===== src/rpis_pkg.sv =====
// package: register map, field layout and constants of the remappable input pin select
package rpis_pkg;
    // ==========================================================
    // geometry
    localparam int          RPIS_PIN_MAX    = 26;
    localparam int          RPIS_SEL_W      = 5;
    localparam int          RPIS_NUM_REG    = 24;
    localparam int          RPIS_NUM_FUNC   = 23;
    // ==========================================================
    // register index and byte addresses (byte address is index times four)
    localparam logic [7:0]  RPIS_IDX_UNLOCK = 8'h20;
    localparam logic [9:0]  RPIS_OFF_ROUTE  = 10'h000;
    localparam logic [9:0]  RPIS_OFF_OSCCTL = 10'h080;
    localparam logic [9:0]  RPIS_OFF_STATUS = 10'h084;
    // ==========================================================
    // field positions and reset values
    localparam int          RPIS_LO_POS     = 0;
    localparam int          RPIS_HI_POS     = 8;
    localparam int          RPIS_LOCK_POS   = 6;
    localparam logic [4:0]  RPIS_SEL_RST    = 5'h1f;
    localparam logic [7:0]  RPIS_KEY_ONE    = 8'h46;
    localparam logic [7:0]  RPIS_KEY_TWO    = 8'h57;
    localparam logic        RPIS_LOCK_RST   = 1'b0;
    localparam logic        RPIS_IDLE_LEVEL = 1'b0;
    // ==========================================================
    // unlock sequence states
    typedef enum logic [1:0] {
        RPIS_KEY_WAIT,
        RPIS_KEY_HALF,
        RPIS_KEY_OPEN
    } rpis_key_t;
    // ==========================================================
    // map of each routed function to its register index and half
    typedef logic [4:0] rpis_reg_idx_t;
    localparam rpis_reg_idx_t RPIS_FUNC_REG [RPIS_NUM_FUNC] = '{
        5'h00, 5'h01, 5'h03, 5'h03, 5'h04, 5'h04, 5'h07, 5'h07, 5'h08, 5'h08,
        5'h09, 5'h0b, 5'h0b, 5'h12, 5'h12, 5'h13, 5'h13, 5'h14, 5'h14, 5'h15,
        5'h16, 5'h16, 5'h17};
    localparam logic [RPIS_NUM_FUNC-1:0] RPIS_FUNC_HI = 23'h2552a8;
endpackage : rpis_pkg


===== src/rpis_sync.sv =====
// two-flop synchroniser bank for the remappable pins
module rpis_sync #(
    parameter int W = 26
) (
    // clock and reset
    input  wire logic         mclk,
    input  wire logic         rst_b,
    // data
    input  wire logic [W-1:0] d,
    output logic      [W-1:0] q
);
    logic [W-1:0] meta_r;

    // ==========================================================
    // stage one feeds stage two only
    always_ff @(posedge mclk or negedge rst_b) begin
        if (!rst_b) begin
            meta_r <= '0;
            q      <= '0;
        end else begin
            meta_r <= d;
            q      <= meta_r;
        end
    end
endmodule : rpis_sync


===== src/rpis_top.sv =====
// remappable input pin select: ahb-lite register file, lock and input routing
// ==========================================================
// Overview of operation
// - up to 26 remappable pins, numbered
// - each peripheral input's selector picks its pin
// - two 5-bit selectors per routing register
// - valid selector range matches pin count
// - interrupt, timer, capture, fault selector placement
// - uart and spi selector placement
// - input routing registers separate from output
// - routed functions are purely digital
// - i2c, notification, alarm, analog stay fixed
// - no default pin until software assigns
// - remapped input owns pin over digital
// - analog function always keeps pin priority
// - routing changes by runtime register writes
// - safeguards block spurious routing changes
// - reset loads all ones, pin 31
// - locked writes complete but change nothing
// - lock changes only after 46h, 57h
// - shadow compare raises mismatch reset request
//
// Chosen here: the placing of the registers and the AHB-Lite interface to the registers.
module rpis_top
    import rpis_pkg::*;
#(
    parameter int PIN_CNT = RPIS_PIN_MAX
) (
    // clock and reset
    input  wire logic        mclk,
    input  wire logic        rst_b,
    // ahb-lite slave
    input  wire logic        hsel,
    input  wire logic [31:0] haddr,
    input  wire logic [1:0]  htrans,
    input  wire logic        hwrite,
    input  wire logic [2:0]  hsize,
    input  wire logic [31:0] hwdata,
    input  wire logic        hready,
    output logic      [31:0] hrdata,
    output logic             hreadyout,
    output logic             hresp,
    // remappable pins and their analog claim
    input  wire logic [25:0] remappable_pin_number,
    input  wire logic [25:0] pin_analog_sel,
    // routed peripheral inputs
    output logic             ext_irq_one_input,
    output logic             ext_irq_two_input,
    output logic             timer_two_ext_clock,
    output logic             timer_three_ext_clock,
    output logic             timer_four_ext_clock,
    output logic             timer_five_ext_clock,
    output logic             capture_one_input,
    output logic             capture_two_input,
    output logic             capture_three_input,
    output logic             capture_four_input,
    output logic             capture_five_input,
    output logic             compare_fault_a_input,
    output logic             compare_fault_b_input,
    output logic             serial_one_receive,
    output logic             serial_one_clear_to_send,
    output logic             serial_two_receive,
    output logic             serial_two_clear_to_send,
    output logic             spi_one_data_in,
    output logic             spi_one_clock_in,
    output logic             spi_one_select_in,
    output logic             spi_two_data_in,
    output logic             spi_two_clock_in,
    output logic             spi_two_select_in,
    // state
    output logic             mapping_lock_bit,
    output logic             mismatch_reset_req
);
    initial begin
        if (PIN_CNT < 1 || PIN_CNT > RPIS_PIN_MAX) begin
            $error("rpis_top: PIN_CNT out of range");
        end
        // the reset code must name no real pin, or inputs would be routed from reset
        if (int'(RPIS_SEL_RST) < PIN_CNT) begin
            $error("rpis_top: reset selector names a real pin");
        end
        if (RPIS_SEL_W < $clog2(PIN_CNT + 1)) begin
            $error("rpis_top: selector field too narrow for PIN_CNT");
        end
    end

    // ==========================================================
    // register file storage
    logic [RPIS_SEL_W-1:0] sel_lo_r     [RPIS_NUM_REG];
    logic [RPIS_SEL_W-1:0] sel_hi_r     [RPIS_NUM_REG];
    logic [RPIS_SEL_W-1:0] shadow_lo_r  [RPIS_NUM_REG];
    logic [RPIS_SEL_W-1:0] shadow_hi_r  [RPIS_NUM_REG];
    logic [RPIS_NUM_REG-1:0] reg_present;
    logic [7:0]            osc_low_r;
    rpis_key_t             key_r;
    logic [25:0]           pin_sync;
    logic [RPIS_NUM_FUNC-1:0] route_val;
    logic [RPIS_NUM_FUNC-1:0] route_r;

    // only the documented routing registers exist, the rest of the block is holes
    always_comb begin
        reg_present = '0;
        for (int f = 0; f < RPIS_NUM_FUNC; f++) begin
            reg_present[RPIS_FUNC_REG[f]] = 1'b1;
        end
    end

    // ==========================================================
    // ahb-lite address phase capture
    logic        dp_wr_r;
    logic        dp_rd_r;
    logic [9:0]  dp_addr_r;
    logic        ap_valid;

    // nothing is taken while ready is low, so the read wait state holds off the next one
    assign ap_valid = hsel && hready && htrans[1];

    always_ff @(posedge mclk or negedge rst_b) begin
        if (!rst_b) begin
            dp_wr_r   <= 1'b0;
            dp_rd_r   <= 1'b0;
            dp_addr_r <= '0;
        end else begin
            dp_wr_r   <= ap_valid && hwrite;
            dp_rd_r   <= ap_valid && !hwrite;
            dp_addr_r <= ap_valid ? haddr[9:0] : dp_addr_r;
        end
    end

    // reads take one wait state so hrdata can leave a flop; writes land with none
    // the response is always okay
    always_ff @(posedge mclk or negedge rst_b) begin
        if (!rst_b) begin
            hreadyout <= 1'b1;
            hresp     <= 1'b0;
        end else begin
            hreadyout <= !(ap_valid && !hwrite);
            hresp     <= 1'b0;
        end
    end

    // ==========================================================
    // data phase decode
    logic                route_hit;
    logic [4:0]          route_idx;
    logic                osc_hit;
    logic                stat_hit;
    logic                idx_ok;

    // indices past the last register would reach outside the selector arrays
    assign idx_ok    = int'(route_idx) < RPIS_NUM_REG;
    assign route_idx = dp_addr_r[6:2];
    assign route_hit = (dp_addr_r[9:7] == RPIS_OFF_ROUTE[9:7]) && (dp_addr_r[1:0] == 2'b00)
                       && idx_ok && reg_present[route_idx];
    assign osc_hit   = (dp_addr_r == RPIS_OFF_OSCCTL);
    assign stat_hit  = (dp_addr_r == RPIS_OFF_STATUS);

    // ==========================================================
    // unlock key sequence on the oscillator control low byte
    logic key_step_one;
    logic key_step_two;
    logic lock_write;

    assign key_step_one = dp_wr_r && osc_hit && (hwdata[7:0] == RPIS_KEY_ONE);
    assign key_step_two = dp_wr_r && osc_hit && (hwdata[7:0] == RPIS_KEY_TWO);

    // the lock may only move on the write right after the second key
    assign lock_write = dp_wr_r && osc_hit && (key_r == RPIS_KEY_OPEN);

    always_ff @(posedge mclk or negedge rst_b) begin
        if (!rst_b) begin
            key_r <= RPIS_KEY_WAIT;
        end else begin
            unique case (key_r)
                RPIS_KEY_WAIT: key_r <= key_step_one ? RPIS_KEY_HALF : RPIS_KEY_WAIT;
                RPIS_KEY_HALF: begin
                    if (dp_wr_r) begin
                        key_r <= key_step_two ? RPIS_KEY_OPEN : RPIS_KEY_WAIT;
                    end
                end
                RPIS_KEY_OPEN: begin
                    if (dp_wr_r) begin
                        key_r <= RPIS_KEY_WAIT;
                    end
                end
                // the spare code falls back to waiting for the first key
                default: key_r <= RPIS_KEY_WAIT;
            endcase
        end
    end

    // lock holds its state until a keyed write changes it
    always_ff @(posedge mclk or negedge rst_b) begin
        if (!rst_b) begin
            mapping_lock_bit <= RPIS_LOCK_RST;
        end else if (lock_write) begin
            mapping_lock_bit <= hwdata[RPIS_LOCK_POS];
        end
    end

    // remaining low byte bits are plain storage, the key bytes are not kept
    always_ff @(posedge mclk or negedge rst_b) begin
        if (!rst_b) begin
            osc_low_r <= '0;
        end else if (dp_wr_r && osc_hit && !key_step_one && !key_step_two) begin
            osc_low_r <= hwdata[7:0];
        end
    end

    // ==========================================================
    // routing selectors and their shadows
    logic route_we;

    // locked writes are accepted on the bus but dropped here
    assign route_we = dp_wr_r && route_hit && !mapping_lock_bit;

    always_ff @(posedge mclk or negedge rst_b) begin
        if (!rst_b) begin
            for (int r = 0; r < RPIS_NUM_REG; r++) begin
                sel_lo_r[r]    <= RPIS_SEL_RST;
                sel_hi_r[r]    <= RPIS_SEL_RST;
                shadow_lo_r[r] <= RPIS_SEL_RST;
                shadow_hi_r[r] <= RPIS_SEL_RST;
            end
        end else if (route_we) begin
            sel_lo_r[route_idx]    <= hwdata[RPIS_LO_POS +: RPIS_SEL_W];
            sel_hi_r[route_idx]    <= hwdata[RPIS_HI_POS +: RPIS_SEL_W];
            shadow_lo_r[route_idx] <= hwdata[RPIS_LO_POS +: RPIS_SEL_W];
            shadow_hi_r[route_idx] <= hwdata[RPIS_HI_POS +: RPIS_SEL_W];
        end
    end

    // continuous shadow compare, latched until reset
    logic mismatch;

    always_comb begin
        mismatch = 1'b0;
        for (int r = 0; r < RPIS_NUM_REG; r++) begin
            if (reg_present[r] &&
                (sel_lo_r[r] != shadow_lo_r[r] || sel_hi_r[r] != shadow_hi_r[r])) begin
                mismatch = 1'b1;
            end
        end
    end

    always_ff @(posedge mclk or negedge rst_b) begin
        if (!rst_b) begin
            mismatch_reset_req <= 1'b0;
        end else if (mismatch) begin
            mismatch_reset_req <= 1'b1;
        end
    end

    // ==========================================================
    // read data
    logic [31:0] rd_word;

    always_comb begin
        rd_word = '0;
        if (route_hit) begin
            rd_word = {19'h0, sel_hi_r[route_idx], 3'h0, sel_lo_r[route_idx]};
        end else if (osc_hit) begin
            rd_word = {24'h0, osc_low_r[7], mapping_lock_bit, osc_low_r[5:0]};
        end else if (stat_hit) begin
            rd_word = {29'h0, mismatch_reset_req, key_r};
        end
    end

    // the word stands only in the cycle after the wait state, zero otherwise
    always_ff @(posedge mclk or negedge rst_b) begin
        if (!rst_b) begin
            hrdata <= '0;
        end else begin
            hrdata <= dp_rd_r ? rd_word : 32'h0;
        end
    end

    // ==========================================================
    // pin synchroniser
    rpis_sync #(
        .W (26)
    ) u_sync (
        .mclk  (mclk),
        .rst_b (rst_b),
        .d     (remappable_pin_number),
        .q     (pin_sync)
    );

    // ==========================================================
    // per function pin select
    // this block only routes inputs; output mapping lives in a separate register set
    // all-ones reset codes and pins past the count fall to the idle level
    genvar g;
    generate
        for (g = 0; g < RPIS_NUM_FUNC; g++) begin : g_route
            logic [RPIS_SEL_W-1:0] sel;
            assign sel = RPIS_FUNC_HI[g] ? sel_hi_r[RPIS_FUNC_REG[g]]
                                         : sel_lo_r[RPIS_FUNC_REG[g]];
            always_comb begin
                if (int'(sel) >= PIN_CNT) begin
                    route_val[g] = RPIS_IDLE_LEVEL;
                end else if (pin_analog_sel[sel]) begin
                    route_val[g] = RPIS_IDLE_LEVEL;
                end else begin
                    route_val[g] = pin_sync[sel];
                end
            end
        end
    endgenerate

    // i2c, notification and alarm paths never pass through here
    always_ff @(posedge mclk or negedge rst_b) begin
        if (!rst_b) begin
            route_r <= '0;
        end else begin
            route_r <= route_val;
        end
    end

    assign ext_irq_one_input        = route_r[0];
    assign ext_irq_two_input        = route_r[1];
    assign timer_two_ext_clock      = route_r[2];
    assign timer_three_ext_clock    = route_r[3];
    assign timer_four_ext_clock     = route_r[4];
    assign timer_five_ext_clock     = route_r[5];
    assign capture_one_input        = route_r[6];
    assign capture_two_input        = route_r[7];
    assign capture_three_input      = route_r[8];
    assign capture_four_input       = route_r[9];
    assign capture_five_input       = route_r[10];
    assign compare_fault_a_input    = route_r[11];
    assign compare_fault_b_input    = route_r[12];
    assign serial_one_receive       = route_r[13];
    assign serial_one_clear_to_send = route_r[14];
    assign serial_two_receive       = route_r[15];
    assign serial_two_clear_to_send = route_r[16];
    assign spi_one_data_in          = route_r[17];
    assign spi_one_clock_in         = route_r[18];
    assign spi_one_select_in        = route_r[19];
    assign spi_two_data_in          = route_r[20];
    assign spi_two_clock_in         = route_r[21];
    assign spi_two_select_in        = route_r[22];
endmodule : rpis_top


===== config.mk =====
export PLATFORM = sky130hd
export DESIGN_NAME = rpis_top
export DESIGN_NICKNAME = d
export VERILOG_FILES = /design/src/rpis_pkg.sv /design/src/rpis_sync.sv /design/src/rpis_top.sv
export SDC_FILE = /design/constraint.sdc
export NUM_CORES = 1
export LEC_CHECK = 0
export BUFFER_PORTS_ARGS = -buffer_cell sky130_fd_sc_hd__buf_2
export CAP_MARGIN = 30
export CORE_MARGIN = 10
export CORE_UTILIZATION = 40
export DETAILED_ROUTE_END_ITERATION = 10
export GPL_ROUTABILITY_DRIVEN = 0
export MAX_ROUTING_LAYER = met4
export PLACE_DENSITY = 0.62
export SYNTH_ARGS = -nofsm -noshare
export SYNTH_HDL_FRONTEND = slang
export SYNTH_SLANG_ARGS = --single-unit

===== constraint.sdc =====
create_clock -name mclk -period 2.6 [get_ports mclk]
set_input_delay 0 -clock mclk [delete_from_list [all_inputs] [get_ports mclk]]
set_output_delay 0 -clock mclk [all_outputs]
set_load 0.01 [all_outputs]

## Word level (Yosys, flattened, before mapping)

Memories as Yosys holds them, arrays and structs flattened.
Index checks and enable logic that the tools add are counted.

| operators by class | value |
|---|---|
| $lt $le $gt $ge | 50 |
| equality and inequality tests | 36 |
| muxes and demuxes | 174 |
| bitwise operators | 1 |
| reductions and logical operators | 39 |

Operators with widths:

| operator | count |
|---|---|
| bitwise mux 120 bit | 4 |
| binary-select mux 1 bit (select 5 bit) | 46 |
| less-than comparator 5 x 6 -> 1 bit, second input constant | 24 |
| inequality test 5 bit | 28 |
| >= comparator 5 bit, second input constant | 23 |
| 2-to-1 mux 1 bit | 108 |
| binary-select mux 5 bit (select 5 bit) | 2 |
| 2-to-1 mux 32 bit | 1 |
| demux 5 bit (select 5 bit) | 1 |
| 2-to-1 mux 5 bit | 5 |
| == test 10 x 8 -> 1 bit, second input constant | 2 |
| == test 8 x 7 -> 1 bit, second input constant | 2 |
| logical AND 1 bit | 16 |
| logical OR 1 bit | 14 |
| 2-to-1 mux 13 bit | 1 |
| 2-to-1 mux 8 bit | 1 |
| >= comparator 6 bit, second input constant | 1 |
| less-than comparator 6 x 1 -> 1 bit, second input constant | 1 |
| 2-to-1 mux 2 bit | 3 |
| NOT 5 -> 6 bit | 1 |
| case mux 2 bit (3 select lines) | 1 |
| logical NOT 1 bit | 5 |
| less-than comparator 5 bit, second input constant | 1 |
| logical NOT 2 bit | 2 |
| other kinds (6) | 7 |

| storage, ports and cells | value |
|---|---|
| bits in registers | 612 |
| memory bits (read-only) | 32 |
| bits of input ports | 126 |
| output and inout port bits | 59 |
| logic and storage cells | 409 |
| memories kept | 1 |

Memory list:

| name | depth | width | read ports | clocked after memory_dff | write ports | RTL line | RTL |
|---|---|---|---|---|---|---|---|
| (no name shown) | 32 | 1 | 1 | 0 | 0 | rpis_top.sv:154 | `&& idx_ok && reg_present[route_idx];` |

## Longest topological paths before layout

Gate-level depths: netlist (run 1).

| depth | value |
|---|---|
| word-level depth | 16 |
| mapped depth | 10 |
| depth with buffers taken out | 7 |

## Hierarchy

Synthesis (run 1) repeated with hierarchy kept, for this count alone.

| second synthesis, totals | value |
|---|---|
| cells, all modules | 1525 |
| area total of the unflattened synthesis | 20315.7 um^2 |

Modules (own cells, without submodules):

| module | instances | cells an instance | area an instance (um^2) |
|---|---|---|---|
| rpis_top | 1 | 1473 | 19014.5 |
| rpis_sync | 1 | 52 | 1301.2 |

## Worst setup path before layout (run 1)

OpenSTA, ideal clock, no wires.

| timing path | value |
|---|---|
| path kind | register -> register |
| from | reg dp_addr_r[2] |
| to | reg sel_lo_r (netlist bit g_route[0].sel[0]) |
| setup time | 0.085 ns |
| arrival time | 2.326 ns |
| path slack | 0.189 ns |
| stages on the path, launching flop included | 10 |
| path buffers | 4 |
| period minus slack after synthesis | 2.411 ns |
| path through | dfrtp_1 buf_2 buf_4 inv_1 ha_1 clkbuf_1 and2_1 buf_1 nand3_4 mux2_1 |

| on the way | value |
|---|---|
| longest elaborated chain between the ends | 6 |
| elaborated cells on any way between the ends | 14 |

RTL lines:

| what | RTL line | RTL |
|---|---|---|
| start: declaration | rpis_top.sv:112 | `logic [9:0] dp_addr_r;` |
| start signal: assignment | rpis_top.sv:126 | `dp_addr_r <= ap_valid ? haddr[9:0] : dp_addr_r;` |
| NOT 5 -> 6 bit (not written as such) | rpis_top.sv:226 | `sel_lo_r[route_idx] <= hwdata[RPIS_LO_POS +: RPIS_SEL_W];` |
| >= comparator 6 bit (not written as such) or less-than comparator 6 x 1 -> 1 bit (tied branches) | rpis_top.sv:226 |  |
| logical AND 1 bit (not written as such) | rpis_top.sv:226 |  |
| 2-to-1 mux 5 bit (not written as such) | rpis_top.sv:226 |  |
| demux 5 bit (select 5 bit) | rpis_top.sv:226 |  |
| bitwise mux 120 bit | rpis_top.sv:226 |  |
| end signal: indexed assignment | rpis_top.sv:226 |  |
| end: declaration | rpis_top.sv:89 | `logic [RPIS_SEL_W-1:0] sel_lo_r [RPIS_NUM_REG];` |

Several ways; a longest one is shown, not always the timed one. The select of a mux whose other input is x is not followed.
A chain may end at the register's enable or synchronous reset.

## Worst setup path in the final report (run 1)

| timing path | value |
|---|---|
| from | reg u_sync.q[13] |
| to | reg route_r[18] |

| on the way | value |
|---|---|
| longest elaborated chain between the ends | 4 |

RTL lines:

| what | RTL line | RTL |
|---|---|---|
| start: declaration | rpis_sync.sv:10 | `output logic [W-1:0] q` |
| start signal: assignment | rpis_sync.sv:22 | `q <= meta_r;` |
| binary-select mux 1 bit (select 5 bit) | rpis_top.sv:305 | `route_val[g] = pin_sync[sel];` |
| 2-to-1 mux 1 bit (not written as such) | rpis_top.sv:305 |  |
| 2-to-1 mux 1 bit | rpis_top.sv:302 | `end else if (pin_analog_sel[sel]) begin` |
| 2-to-1 mux 1 bit | rpis_top.sv:300 | `if (int'(sel) >= PIN_CNT) begin` |
| via route_val[18] | rpis_top.sv:97 | `logic [RPIS_NUM_FUNC-1:0] route_val;` |
| end signal: assignment | rpis_top.sv:316 | `route_r <= route_val;` |
| end: declaration | rpis_top.sv:98 | `logic [RPIS_NUM_FUNC-1:0] route_r;` |

The timed path passes the listed nets, and every way through them passes these cells. The select of a mux whose other input is x is not followed.

==> qor.txt, run 1 <==
Status: finished, final reports clean
Share of cells above drive strength 1: 45.3%
Initial antenna violation count: 1
Post-synth top area cell: dfstp_2
Pwr per Cell Area: 630 nW/um2
Switching Share: 28.0%
Worst-margin pin slew: 938 ps
GRT Max-Usage Layer: met2
Final-report hold violation count: 0
FP Rows: 82
Largest net degree at the start of global routing: 81
Die height: 245 um
Die X: 245 um
Core ar.: 50100 um2
Setup ws final: 62.9 ps
Overflow left after global routing: 0
Area after DPL: 21400 um2
Max-cap violations: 0
Fraction of synthesized area in multiplexers: 33.7%
DR iter-0 viols: 1391
Vias in the first global route: 14600
Post-CTS Setup Repair Bufs: 0
Clk pwr share: 40.5%
Critical Path AT: 3060 ps
Kind of critical path: reg2reg
Synthesis-to-layout area growth: 15.2%
Synth Area per Inst: 13.1 um2
CTS max path bufs: 3
Worst-Skew Late Latency: 590 ps
Placed Instances: 2185
Starting Density: 40.3%
Synth Area in Simple Gates: 8.74%
First-pass GRT wire length: 93.9 mm
Sequential fraction of design power: 42.5%
Worst Path Required: 3130 ps
Yosys warns: 0
Htree depth: 2
GRT Resource Usage Total: 21.1%
Sum Neg Setup Slack: 0 ps
Comb pwr share: 17.0%
Place WS: 195 ps
Post-layout util: 46.4%
Worst Setup End Kind: register
Synth Area in Compound Gates: 6.86%
Syn Inst Count: 1540
Die ar.: 59800 um2
DR vias: 14100
Fin crit period: 2540 ps
Leading cell type in the layout, fill and taps excluded: dfstp_2
Post-route cell area: 23300 um2
HPWL after DPL: 41.2 mm
CP startpoint kind: register
RSZ-0062 raised after global routing: no
DR WL/cell: 27.0 um
Drt first pass iters: 5
Clock skew: 26.7 ps
Post-synth top area share: 31.4%
Relative slew slack: 37.5%
Most frequent cells in the layout: dfstp_2, mux2_1, mux4_2
GR Util met2: 33.0%
Pint: 10.6 mW
Final WL: 62.3 mm
Hold Path Class: in2async
Number of synthesized flops with an enable pin: 0
Crit-path max FO: 14
Port-buffer cells: 118
Post-Synth Adder-Cell Area: 0.310%
Final setup fails: 0
M3 GR Usage: 4.93%
Post-route non-filler standard cell count: 2310
GR Util met1: 26.3%
FFs w/ async S/R, synth: 100%
Cell Area, Synth: 20200 um2
FMAX: 394 MHz
CTS Buf Count: 40
P_sw: 4.10 mW
Final net count: 1736
Final slew viol count: 0
# IOs: 185
Clk sinks: 351
Synth Area in XOR/XNOR: 0.0434%
Final period util: 97.6%
Max VDD drop: 473 uV
Sequential share of the synthesized area: 45.0%
Residual DRC: 0
Routed vias/inst: 6.11
Netlist cell types: 62
Yosys reg bits: 351
Clock slew at reported path FFs: 60 ps
Most used DFF post-synth: dfstp_2
Clock Root Buffer: clkbuf_16
Final ANT Viol Nets: 0
Lkg Pwr: 9.01 nW
Largest family of logic cells by synthesized area: multiplexers
Area contributors post-synth: dfstp_2, mux4_2, dfrtp_1
CTS tree: done
## cell usage after synthesis, types with 6 or more instances
library cell	n
nor3b_1	8
nand4_1	13
nand2_1	64
nand3_1	10
a211oi_1	10
clkbuf_1	167
dfrtp_1	110
buf_2	21
mux4_2	164
a221oi_1	8
nor2b_1	29
buf_1	20
a2bb2oi_1	10
mux2_2	50
buf_4	23
a41o_1	10
inv_1	15
or4_1	6
o21ai_0	28
and2_1	11
dfstp_2	241
a21oi_1	6
nand2b_1	31
a22oi_1	16
a31oi_1	11
nand3_4	17
mux2i_1	62
o211ai_1	27
nor3_1	6
o2111ai_1	13
nor2_1	85
o22ai_1	9
mux2_1	170
a2111o_1	6
## power groups by stage
stage	sequential, mW	clock [mW]	combinational [mW]
2_1_floorplan	6.08	0	1.70
3_3_place_gp	6.29	0	2.37
3_5_place_dp	6.31	0	2.41
4_1_cts	6.22	6.06	2.48
5_1_grt	6.27	6.26	2.64
6_report	6.23	5.94	2.49
## logic make-up after synthesis
group,Yosys count
simple gates,304
buf+inv,250
other cells,1
fa+ha+maj,5
mux,446
flops,351
compound gates,182
xor+xnor,1
## worst max-delay path, cell delays in order (launching register included)
cell and delay (ps):
dfrtp_1 340, nand2b_1 500, mux4_2 620, nor3b_1 200, a21oi_1 60, a311oi_1 540
buf_4 210
## metal layers
metal  wire length [um]  share of wire (%)  vias up
met2              29800                 48      714
li1                   -                  -     5863
met3               5520                8.8      173
met4               2450                3.9        0
met1              24500                 39     7365
met5                  0                  0        -
## state kept, by name, summed over array words and instances (netlist names)
name and flops:
g_route.sel 115, sel_hi_r 75, sel_lo_r 50, u_sync.meta_r 26, u_sync.q 26, route_r 23, hrdata 13, dp_addr_r 10
osc_low_r 7, key_r 2, dp_rd_r 1, dp_wr_r 1, hreadyout 1, mapping_lock_bit 1
## metrics by stage
stage          power [mW]  hold WS, ps
2_1_floorplan        7.78         -296
3_3_place_gp         8.66         17.5
3_5_place_dp         8.72         25.5
4_1_cts              14.8         2.28
5_1_grt              15.2         47.7
6_report             14.7         10.2
## what timing repair did
item                       CTS  global route
setup endpoints to repair    0             1
hold endpoints to repair   221             0
hold buffers                50             0
resized for setup            0             1
## area by class of cell
cell class                      instances  area (um2)
Inverter                               15        56.3
Antenna cell                            1        2.50
Timing Repair Buffer                  238        1760
Fill cell                            4469       26800
Clock inverter                         22         283
Multi-Input combinational cell        959       10100
Sequential cell                       351        9090
Clock buffer                           52        1100
Tap cell                              672         841
## path summary, 6_finish.rpt
check | from | end | slack (ps) | cells past startpoint
worst min-delay path | rst_b | u_sync.meta_r[12] | 10 | 2
worst min register to register | u_sync.meta_r[7] | u_sync.q[7] | 340 | 0
worst max-delay path | u_sync.q[13] | route_r[18] | 60 | 6
min in group mclk | pin_analog_sel[21] | route_r[6] | 20 | 6
max in group asynchronous | rst_b | g_route[4].sel[3] | 1670 | 3
worst max register to register | u_sync.q[13] | route_r[18] | 60 | 6
Note: power is estimated with default switching activity, not from simulation.
==> inputs of run 2 (changes only) <==
CORE_ASPECT_RATIO = 0.5   (was default)
==> qor.txt, run 2 (synthesized netlist as in run 1, its figures left out) <==
Worst-Skew Late Latency: 540 ps (-50 ps)
CTS Buf Count: 36 (-10%)
Sum Neg Setup Slack: 0 ps (unchanged)
CTS max path bufs: 3 (unchanged)
Setup ws final: 165 ps (+102 ps)
Pint: 10.2 mW (-3.1%)
Final-report hold violation count: 0 (unchanged)
Post-CTS Setup Repair Bufs: 0 (unchanged)
FF-to-FF End: g_route[7].sel[1]
Switching Share: 27.7% (-0.25 points)
Overflow left after global routing: 0 (unchanged)
Comb pwr share: 17.3% (+0.3 points)
Worst Setup End Kind: register
Final ANT Viol Nets: 0 (unchanged)
Hold Path Class: in2reg
FILL cells: 4439 (-0.67%)
Status: finished, final reports clean
Most frequent cells in the layout: dfstp_2, mux2_1, mux4_2
Synthesis-to-layout area growth: 14.2%
Clk pwr share: 38.6% (-1.9 points)
Hold WS: 22.1 ps (+11.9 ps)
Clock Root Buffer: clkbuf_16
Reg2reg start: dp_addr_r[2]
Crit-path max FO: 19 (+5)
CP startpoint kind: register
Max-cap violations: 0 (unchanged)
Clock slew at reported path FFs: 60 ps (about the same)
P_sw: 3.92 mW (-4.3%)
Routed vias/inst: 6.05 (-0.91%)
Pwr Total: 14.1 mW (-3.5%)
FMAX: 411 MHz (+4.2%)
Leading cell type in the layout, fill and taps excluded: dfstp_2
Final net count: 1727 (-0.52%)
Clock skew: 13.2 ps (-13.5 ps)
Critical Path AT: 2910 ps (-150 ps)
Htree depth: 2 (unchanged)
Fin crit period: 2430 ps (-102 ps)
Die ar.: 60400 um2 (+0.91%)
Sequential fraction of design power: 44.1% (+1.6 points)
Final period util: 93.6% (-3.9 points)
Worst-margin pin slew: 906 ps (-31.9 ps)
HPWL after DPL: 41.3 mm (+0.24%)
Final slew viol count: 0 (unchanged)
DR vias: 13800 (-2.0%)
Area occupied by multi-input gates: 10100 um2 (unchanged)
First-pass GRT wire length: 92.3 mm (-1.8%)
FP Rows: 58 (-29%)
Port-buffer cells: 118 (unchanged)
DR iter-0 viols: 1444 (+3.8%)
# IOs: 185 (unchanged)
CTS tree: done
Critical path destination: g_route[7].sel[1]
FF-to-FF setup slack: 170 ps (+100 ps)
Drt first pass iters: 5 (unchanged)
GRT Resource Usage Total: 20.7% (-0.40 points)
Max FFs per register: 115 (unchanged)
Pwr per Cell Area: 614 nW/um2 (-2.6%)
Share of cells above drive strength 1: 45.0% (-0.31 points)
Die X: 338 um (+38%)
Final setup fails: 0 (unchanged)
Max VDD drop: 310 uV (-34%)
DR WL/cell: 26.8 um (-0.80%)
Register Area: 9090 um2 (about the same)
Starting Density: 40.3% (about the same)
Kind of critical path: reg2reg
Vias in the first global route: 14100 (-3.0%)
Core ar.: 50100 um2 (about the same)
Initial antenna violation count: 1 (unchanged)
Worst Path Required: 3070 ps (-60 ps)
Residual DRC: 0 (unchanged)
Lkg Pwr: 8.92 nW (-1.1%)
Clk sinks: 351 (unchanged)
Worst r2r path cells: 9 (+3)
CP startpoint: dp_addr_r[2]
Place WS: 189 ps (-5.79 ps)
Relative slew slack: 39.3% (+1.9 points)
Final WL: 61.2 mm (-1.9%)
Largest net degree at the start of global routing: 76 (-6.2%)
RSZ-0062 raised after global routing: no
Count of cells resized by post-cts repair: 0 (unchanged)
Die height: 179 um (-27%)
run 2: worst max-delay path, cell delays in order, from the launching register on:
cell and delay [ps]:
dfrtp_4 490, inv_1 160, ha_1 260, inv_1 50, o211ai_1 120, a21oi_4 230
buf_12 250, and3_1 190, buf_4 230, mux2_2 360
run 2: what timing repair did:
| item | in CTS | in global routing |
|---|---|---|
| hold buffers | 43 | 0 |
| endpoints found under the hold margin | 181 | 0 |
| setup endpoints to repair | 0 | 0 |
run 2: layout make-up:
type,count,area share [%]
timing repair buffer,233,7.42
clock buffer,57,4.74
sequential,351,39.5
inverter,15,0.244
antenna,1,0.0109
multi-input combinational,959,43.9
tap,660,3.58
clock inverter,9,0.614
run 2: power by group through the flow:
stage | clock (mW) | sequential, mW | combinational (mW)
after floorplan | 0 | 6.08 | 1.70
after global placement | 0 | 6.31 | 2.36
after detailed placement | 0 | 6.32 | 2.38
after CTS | 5.56 | 6.24 | 2.44
after global routing | 5.79 | 6.29 | 2.61
final | 5.46 | 6.25 | 2.44
run 2: routing by layer:
layer | GRT usage [%] | up-vias | part of all wire [%]
met5 | - | - | 0
met4 | 5.75 | 0 | 2.8
met3 | 4.35 | 122 | 8.6
met2 | 32.3 | 624 | 47
met1 | 27.3 | 7258 | 41
li1 | - | 5831 | -
run 2: worst min-delay path by stage:
stage	start	end	slack, ps	cells after the start
2_1_floorplan	rst_b	dp_addr_r[0]	-300	0
3_3_place_gp	rst_b	u_sync.meta_r[22]	40	1
3_5_place_dp	rst_b	u_sync.meta_r[22]	40	1
6_report	hwdata[9]	sel_hi_r[86]	20	2
5_1_grt	hwdata[9]	sel_hi_r[1]	30	2
4_1_cts	hwdata[9]	sel_hi_r[86]	0.8	2
run 2: metrics by stage:
stage	utilization [%]	cell area, um2	instances
after CTS	46.0	23000	2284
after floorplan	-	20300	1560
after detailed placement	42.7	21400	2175
after global routing	46.0	23000	2285
final	46.0	23000	2285
after global placement	42.7	21400	2175
